## config.mk

```make
export PLATFORM = sky130hd
export DESIGN_NAME = pad_function_select
export DESIGN_NICKNAME = d
export VERILOG_FILES = /design/src/common/pad_mux_pkg.sv /design/src/hdl/pad_function_select.sv
export SDC_FILE = /design/constraint.sdc
export NUM_CORES = 1
export LEC_CHECK = 0
export BUFFER_PORTS_ARGS = -buffer_cell sky130_fd_sc_hd__buf_2
export CORE_UTILIZATION = 42
export CTS_BUF_LIST = sky130_fd_sc_hd__clkbuf_8 sky130_fd_sc_hd__clkbuf_16
export CTS_CLUSTER_DIAMETER = 120
export DETAILED_ROUTE_END_ITERATION = 12
export PLACE_DENSITY = 0.8
export SLEW_MARGIN = 20
export SYNTH_ARGS = -nofsm -noshare
export SYNTH_HDL_FRONTEND = slang
export SYNTH_SLANG_ARGS = --single-unit
```

## constraint.sdc

```tcl
create_clock -name core_clk -period 1.72 [get_ports core_clk]
set_clock_uncertainty 0.05 [all_clocks]
set_input_delay 0.086 -clock core_clk [delete_from_list [all_inputs] [get_ports core_clk]]
set_output_delay 0.086 -clock core_clk [all_outputs]
set_load 0.02 [all_outputs]
```

## src/common/pad_mux_pkg.sv

```systemverilog
package pad_mux_pkg;

	// ==========================================================
	// Register map (APB, one aligned word per register)
	// ==========================================================
	localparam int num_pads = 8;
	localparam int num_shared = 2;
	localparam logic [11:0] pad_cfg_base = 12'h000;
	localparam logic [11:0] src_mux_off = 12'h100;
	localparam logic [11:0] standby_off = 12'h104;
	localparam logic [11:0] pad_state_off = 12'h108;

	// ==========================================================
	// Field layout of pad_config_reg
	// ==========================================================
	localparam int alt_sel_lsb = 0;
	localparam int ibe_bit = 2;
	localparam int nmi_bit = 3;
	localparam logic [1:0] alt_gpio = 2'h0;
	localparam logic [3:0] cfg_reset_gpio = 4'h0;
	// Test port pads come up with input buffer on, test function as alt 2
	localparam logic [3:0] cfg_reset_test = 4'h6;

	// Pad indices of the test port pads
	localparam int tdi_pad = 0;
	localparam int tdo_pad = 1;
	localparam int tck_pad = 2;
	localparam int tms_pad = 3;
	localparam logic [1:0] alt_test = 2'h2;

	typedef struct packed {
		logic nmi_sel;
		logic input_buffer_en;
		logic [1:0] alt_select;
	} pad_cfg_t;

	typedef struct packed {
		logic [3:0] func_out;
		logic [3:0] func_oe;
	} pad_func_t;

endpackage : pad_mux_pkg

```

## src/hdl/pad_function_select.sv

```systemverilog
`timescale 1ns/1ps

// Functional notes
// - Each pad's output comes from function 0..3 chosen by its alt_select.
// - A pad's input reaches modules only when its input_buffer_en is 1 or it is TDO in standby; the nmi ignores input_buffer_en.
// - Each pad input fans out to all modules that use it, unselected.
// - Shared module inputs take the pad named by their pad_select field.
// - A pad with nmi selected feeds the nmi with its output enable off; alt_field still picks pad_out.
// - After reset all pads are general-purpose except the test port pads.
// - After reset pads 0,1 carry TDI,TDO and pads 2,3 carry TCK,TMS.
// - In standby the TDO pad is an input, powered, with no pull resistor.
// - Every wakeup pad input also drives an external interrupt line.
module pad_function_select #(
	parameter int pads = pad_mux_pkg::num_pads
) (
	input wire logic core_clk,
	input wire logic reset,
	input wire logic psel,
	input wire logic penable,
	input wire logic pwrite,
	input wire logic [11:0] paddr,
	input wire logic [31:0] pwdata,
	output logic [31:0] prdata,
	output logic pready,
	output logic pslverr,
	input wire pad_mux_pkg::pad_func_t func [pads],
	input wire logic [pads-1:0] pad_in,
	output logic [pads-1:0] pad_out,
	output logic [pads-1:0] pad_oe_n,
	output logic [pads-1:0] pad_pull_en,
	output logic [pads-1:0] module_in,
	output logic [pads-1:0] external_irq_line,
	output logic [pad_mux_pkg::num_shared-1:0] shared_in,
	output logic nmi_in,
	output logic standby_mode
);
	import pad_mux_pkg::*;

	// ==========================================================
	// Registers
	// ==========================================================
	pad_cfg_t cfg [pads];
	logic [2*num_shared-1:0] input_source_mux;
	logic [pads-1:0] pin_meta;
	logic [pads-1:0] pin_sync;

	// The four test port pads, whatever their indices
	function automatic logic is_test_pad(input int idx);
		return idx == tdi_pad || idx == tdo_pad || idx == tck_pad
			|| idx == tms_pad;
	endfunction : is_test_pad

	function automatic logic [3:0] reset_cfg(input int idx);
		if (is_test_pad(idx))
			return cfg_reset_test;
		return cfg_reset_gpio;
	endfunction : reset_cfg

	// Field positions come from the package so software and logic agree
	function automatic pad_cfg_t unpack_cfg(input logic [31:0] d);
		pad_cfg_t c;
		c.alt_select = d[alt_sel_lsb +: 2];
		c.input_buffer_en = d[ibe_bit];
		c.nmi_sel = d[nmi_bit];
		return c;
	endfunction : unpack_cfg

	function automatic logic [31:0] pack_cfg(input pad_cfg_t c);
		logic [31:0] d;
		d = 32'h0;
		d[alt_sel_lsb +: 2] = c.alt_select;
		d[ibe_bit] = c.input_buffer_en;
		d[nmi_bit] = c.nmi_sel;
		return d;
	endfunction : pack_cfg

	// ==========================================================
	// APB decode
	// ==========================================================
	wire access = psel && penable;
	wire wr = access && pwrite;
	// Offset from the config base; below the base it wraps and misses
	wire [11:0] cfg_rel = paddr - pad_cfg_base;
	wire [9:0] word = cfg_rel[11:2];
	wire cfg_hit = cfg_rel < 12'(pads * 4);
	wire src_hit = paddr == src_mux_off;
	wire stb_hit = paddr == standby_off;
	wire st_hit = paddr == pad_state_off;
	wire mapped = cfg_hit || src_hit || stb_hit || st_hit;
	logic [31:0] rd_mux;

	// Unmapped reads return zero
	always_comb begin
		rd_mux = 32'h0;
		if (cfg_hit)
			rd_mux = pack_cfg(cfg[word[$clog2(pads)-1:0]]);
		else if (src_hit)
			rd_mux = 32'(input_source_mux);
		else if (stb_hit)
			rd_mux = {31'h0, standby_mode};
		else if (st_hit)
			rd_mux = 32'(pin_sync);
	end

	always_ff @(posedge core_clk) begin
		if (reset) begin
			pready <= 1'b0;
			pslverr <= 1'b0;
			prdata <= 32'h0;
		end else begin
			// Answer at the edge that ends setup: no wait states
			pready <= psel && !pready;
			pslverr <= psel && !pready && !mapped;
			prdata <= rd_mux;
		end
	end

	wire take = wr && pready;
	wire src_take = take && src_hit;
	wire stb_take = take && stb_hit;

	// One config register per pad
	genvar g;
	generate
		for (g = 0; g < pads; g++) begin : cfg_regs
			always_ff @(posedge core_clk) begin
				if (reset)
					cfg[g] <= pad_cfg_t'(reset_cfg(g));
				else if (take && cfg_hit && word == 10'(g))
					cfg[g] <= unpack_cfg(pwdata);
			end
		end
	endgenerate

	// Shared inputs keep their pad choice until software rewrites it
	always_ff @(posedge core_clk) begin
		if (reset) begin
			input_source_mux <= '0;
			standby_mode <= 1'b0;
		end else begin
			if (src_take)
				input_source_mux <= pwdata[2*num_shared-1:0];
			if (stb_take)
				standby_mode <= pwdata[0];
		end
	end

	// ==========================================================
	// Pad side
	// ==========================================================
	// Two stages keep a metastable pad level away from the logic
	always_ff @(posedge core_clk) begin
		if (reset) begin
			pin_meta <= '0;
			pin_sync <= '0;
		end else begin
			pin_meta <= pad_in;
			pin_sync <= pin_meta;
		end
	end

	logic [pads-1:0] next_out;
	logic [pads-1:0] next_oe_n;
	logic [pads-1:0] next_pull;
	logic [pads-1:0] next_in;
	logic [pads-1:0] nmi_hits;

	generate
		for (g = 0; g < pads; g++) begin : pad_mux
			wire [1:0] sel = cfg[g].alt_select;
			wire nmi = cfg[g].nmi_sel;
			wire tdo_standby = (g == tdo_pad) && standby_mode;
			// NMI pad is input only: output enable forced off, pad_out still follows alt_field
			assign next_out[g] = func[g].func_out[sel];
			assign next_oe_n[g] = !(func[g].func_oe[sel] && !nmi
				&& !tdo_standby);
			// Pull kept off on TDO in standby; debugger drives it
			assign next_pull[g] = is_test_pad(g) && !tdo_standby;
			assign next_in[g] = pin_sync[g]
				&& (cfg[g].input_buffer_en || tdo_standby);
			assign nmi_hits[g] = nmi && pin_sync[g];
		end
	endgenerate

	logic [num_shared-1:0] next_shared;
	generate
		for (g = 0; g < num_shared; g++) begin : src_sel
			wire [1:0] ps = input_source_mux[2*g +: 2];
			assign next_shared[g] = next_in[ps];
		end
	endgenerate

	// ==========================================================
	// Output registers
	// ==========================================================
	// Every output leaves from a flop, so pads never see decode glitches
	always_ff @(posedge core_clk) begin
		if (reset) begin
			pad_out <= '0;
			pad_oe_n <= '1;
			pad_pull_en <= '0;
		end else begin
			pad_out <= next_out;
			pad_oe_n <= next_oe_n;
			pad_pull_en <= next_pull;
		end
	end

	always_ff @(posedge core_clk) begin
		if (reset) begin
			module_in <= '0;
			external_irq_line <= '0;
			shared_in <= '0;
			nmi_in <= 1'b0;
		end else begin
			module_in <= next_in;
			external_irq_line <= next_in;
			shared_in <= next_shared;
			nmi_in <= |nmi_hits;
		end
	end

endmodule : pad_function_select

```

==> results.toml <==
[floorplanning]
core_mm2 = 0.00977
die_width_um = 103
ios = 199
num_rows = 36
dieArea_mm2 = 0.0105
initial_core_util_pct = 43.5
chipHeight_um = 103

[grt]
grt_max_degree = 37
antenna_found_initial = 0
grt_pass1_wl_um = 16500
track_usage_pct = 21.1
first_global_vias = 3428
grt-ovfl-total = 0

[synth]
synth.top_cell.area_share_pct = 28.3
synth_adder_area_share_pct = 0
synth_top_flop_cell = "dfxtp_1"
synth_xor_area_share_pct = 0
synth-edff-count = 32
syn_inst = 363
seq_area_frac_synth_pct = 50.9
synth_compound_gate_area_share_pct = 8.89
ys_warn_count = 0
synth.distinct_cells = 50
async_flop_share_pct = 0
yosys.area_share.simple_pct = 17.2
synth_area_leader_cell = "dfxtp_1"
synth_area_per_cell_um2 = 11.7
synth_mux_area_share_pct = 13.9
synth_top_family_by_area = "simple AND/OR/NAND/NOR gates"
yosysMostFrequentCell = "dfxtp_1"
ys_ff_latch = 92
ys_top_cells_by_count = "dfxtp_1 (60), buf_4 (39), and2_1 (32), edfxtp_1 (32)"
synth_area_leaders = "dfxtp_1 (28%), edfxtp_1 (23%), buf_4 (6.9%)"
synth.cell_area_mm2 = 0.00425

[final_layout]
instances_no_fill = 693
drive_gt1_share_pct = 41.8
nFillCells = 810
nets = 676
antenna_cells = 0
syn2layout_area_growth_pct = 32.5

[cts]
cts_buffer_depth = 2
clkSlewWorstSetupHoldPaths_ns = 0.09
htreeDepth = 3
cts_buffers = 9
clk_latency_ns = 0.36
cts_tree = "yes"
cts_sinks = 92
cts_root_buffer = "clkbuf_8"

[hold_path]
holdCritStartpoint = "func[49]"
hp-class = "input pin to flip-flop"

[worst_setup_path]
crit_buf_inv = 1
cp-start-kind = "flip-flop"
path_delay_family = "multiplexers"
worst-setup-path-type = "flip-flop to flip-flop"
path_max_fanout = 2
cp-startpoint = "cfg[1][0]"
rr_startpoint = "cfg[1][0]"
cpMaxStageDelayCell = "mux4_1"
slowest_delay_ns = 0.49
path_cells = "buf_4, mux4_1, mux2_2, a22o_1"
worstPathRequired_ns = 1.93
critPathCaptureType = "flip-flop"
crit_arrival_ns = 1.93
rrSetupSlack_ns = -0.002

[route]
wl_met2_um = 5530
drc = 0
via_count = 3530
drt_first_pass_iters = 5
routed-wl-met3_um = 953
drt_wl_total_um = 11000
detail_route.vias_per_cell = 5.09
drt_iter0_markers = 247
top_layer = "met4"
detail-route-antenna-nets = 0
m1WireLength_um = 4240
wl_per_cell_um = 15.9

[place]
dp.cells = 647
hpwl_um = 8260
place.gp.congestion = 0.815
portBuffers = 142

[outcome]
status = "finished with violations"
violations = "hold timing, setup timing"

[sta]
fmax_mhz = 581
period_minus_slack_ns = 1.72
worst_hold_slack_ns = -0.0103
rsz0062_at_grt = "yes"
drv_slew = 0
finalSetupViolations = 1
fin_ws_ns = -0.00205
final-hold-violation-count = 1
fin_crit_sh_pct = 100

[pwr]
peakVddDrop_v = 0.000354
leakagePower_uw = 0.00248
powerDensity_mw_per_mm2 = 764

[flow_run]
drv_cap = 0
[placed cells by master, fill, tap and decap left out, types with 2 or more instances in the layout]
cell type and count:
mux4_2 11, buf_6 2, nor3_1 2, o21ai_1 5, nand3_1 4, dlygate4sd3_1 26, edfxtp_1 32, nand4_1 4
o21ai_0 16, mux4_1 3, a31oi_1 2, a211oi_1 10, o31a_1 2, dfxtp_1 59, inv_1 3, and4_1 2
mux2_2 13, clkinv_4 3, or3_1 10, a22oi_1 4, a311oi_1 2, nand2_1 5, o31ai_2 2, buf_4 36
nor2_1 20, clkbuf_8 9, inv_4 2, conb_1 28, and2_1 32, buf_2 142, nor2b_1 18, and3_1 10
a21oi_1 6, mux2i_1 12
[metal layers]
layer,vias to the layer above,track usage [%]
met5,-,0
met4,0,9.34
met3,25,6.17
met2,197,36.4
met1,1661,24.4
li1,1647,-
[flip-flops by register name, indices dropped and copies added (netlist names)]
| register | cells |
|---|---|
| pin_sync | 8 |
| input_source_mux | 4 |
| prdata | 8 |
| cfg | 32 |
| shared_in | 2 |
| external_irq_line | 8 |
| nmi_in | 1 |
| standby_mode | 1 |
| pad_oe_n | 8 |
| pready | 1 |
| pad_out | 8 |
| pslverr | 1 |
| pin_meta | 8 |
| pad_pull_en | 2 |
[repair_timing]
action,4_1_cts,5_1_grt
hold buffers,27,0
gates resized for setup,0,12
endpoints found under the setup margin,4,34
pin swaps,1,2
endpoints found under the hold margin,18,0
setup buffers,0,4
[final cells by class]
| type | count | area, um2 | area share [%] |
|---|---|---|---|
| inverters | 2 | 7.51 | 0.133 |
| multi-input cells | 244 | 1850 | 32.9 |
| well taps | 133 | 166 | 2.95 |
| clock buffers | 9 | 124 | 2.20 |
| flip-flops and latches | 92 | 2170 | 38.4 |
| clock inverters | 7 | 51.3 | 0.911 |
| repair buffers | 206 | 1260 | 22.4 |
[logic make-up after synthesis]
group                  count (synthesis)
multiplexers                          39
AO/OA/AOI/OAI                         58
AND/OR/NAND/NOR                      119
other                                  1
flip-flops                            92
buffers and inverters                 54
[path summary, 6_finish.rpt]
kind | to | depth (start not counted)
max | prdata[0] | 4
min | pad_oe_n[1] | 3
max reg2reg | prdata[0] | 4
min reg2reg | pin_sync[3] | 1
[report_power, final]
part | internal (uW) | switching (uW)
clock network | 535 | 792
registers | 2310 | 37.2
logic | 298 | 327
[metrics by stage]
stage	worst slack, ns	cell area [um2]	total power, uW	TNS [ns]	utilization, %
floorplan	0.00694	4380	2760	0	-
detailed placement	0.00234	5130	2960	0	52.5
global route	-0.0117	5630	4490	-0.0181	57.6
finish	-0.00205	5630	4300	-0.00205	57.6
CTS	0.0127	5580	4320	0	57.0
global placement	0.0371	5130	2940	0	52.5
[worst reg2reg max path, cell delays in order (launching register included)]
cell	delay, ns
edfxtp_1	0.45
buf_4	0.16
mux4_1	0.49
mux2_2	0.29
a22o_1	0.18
No activity file was read; power rests on OpenSTA's default activity.
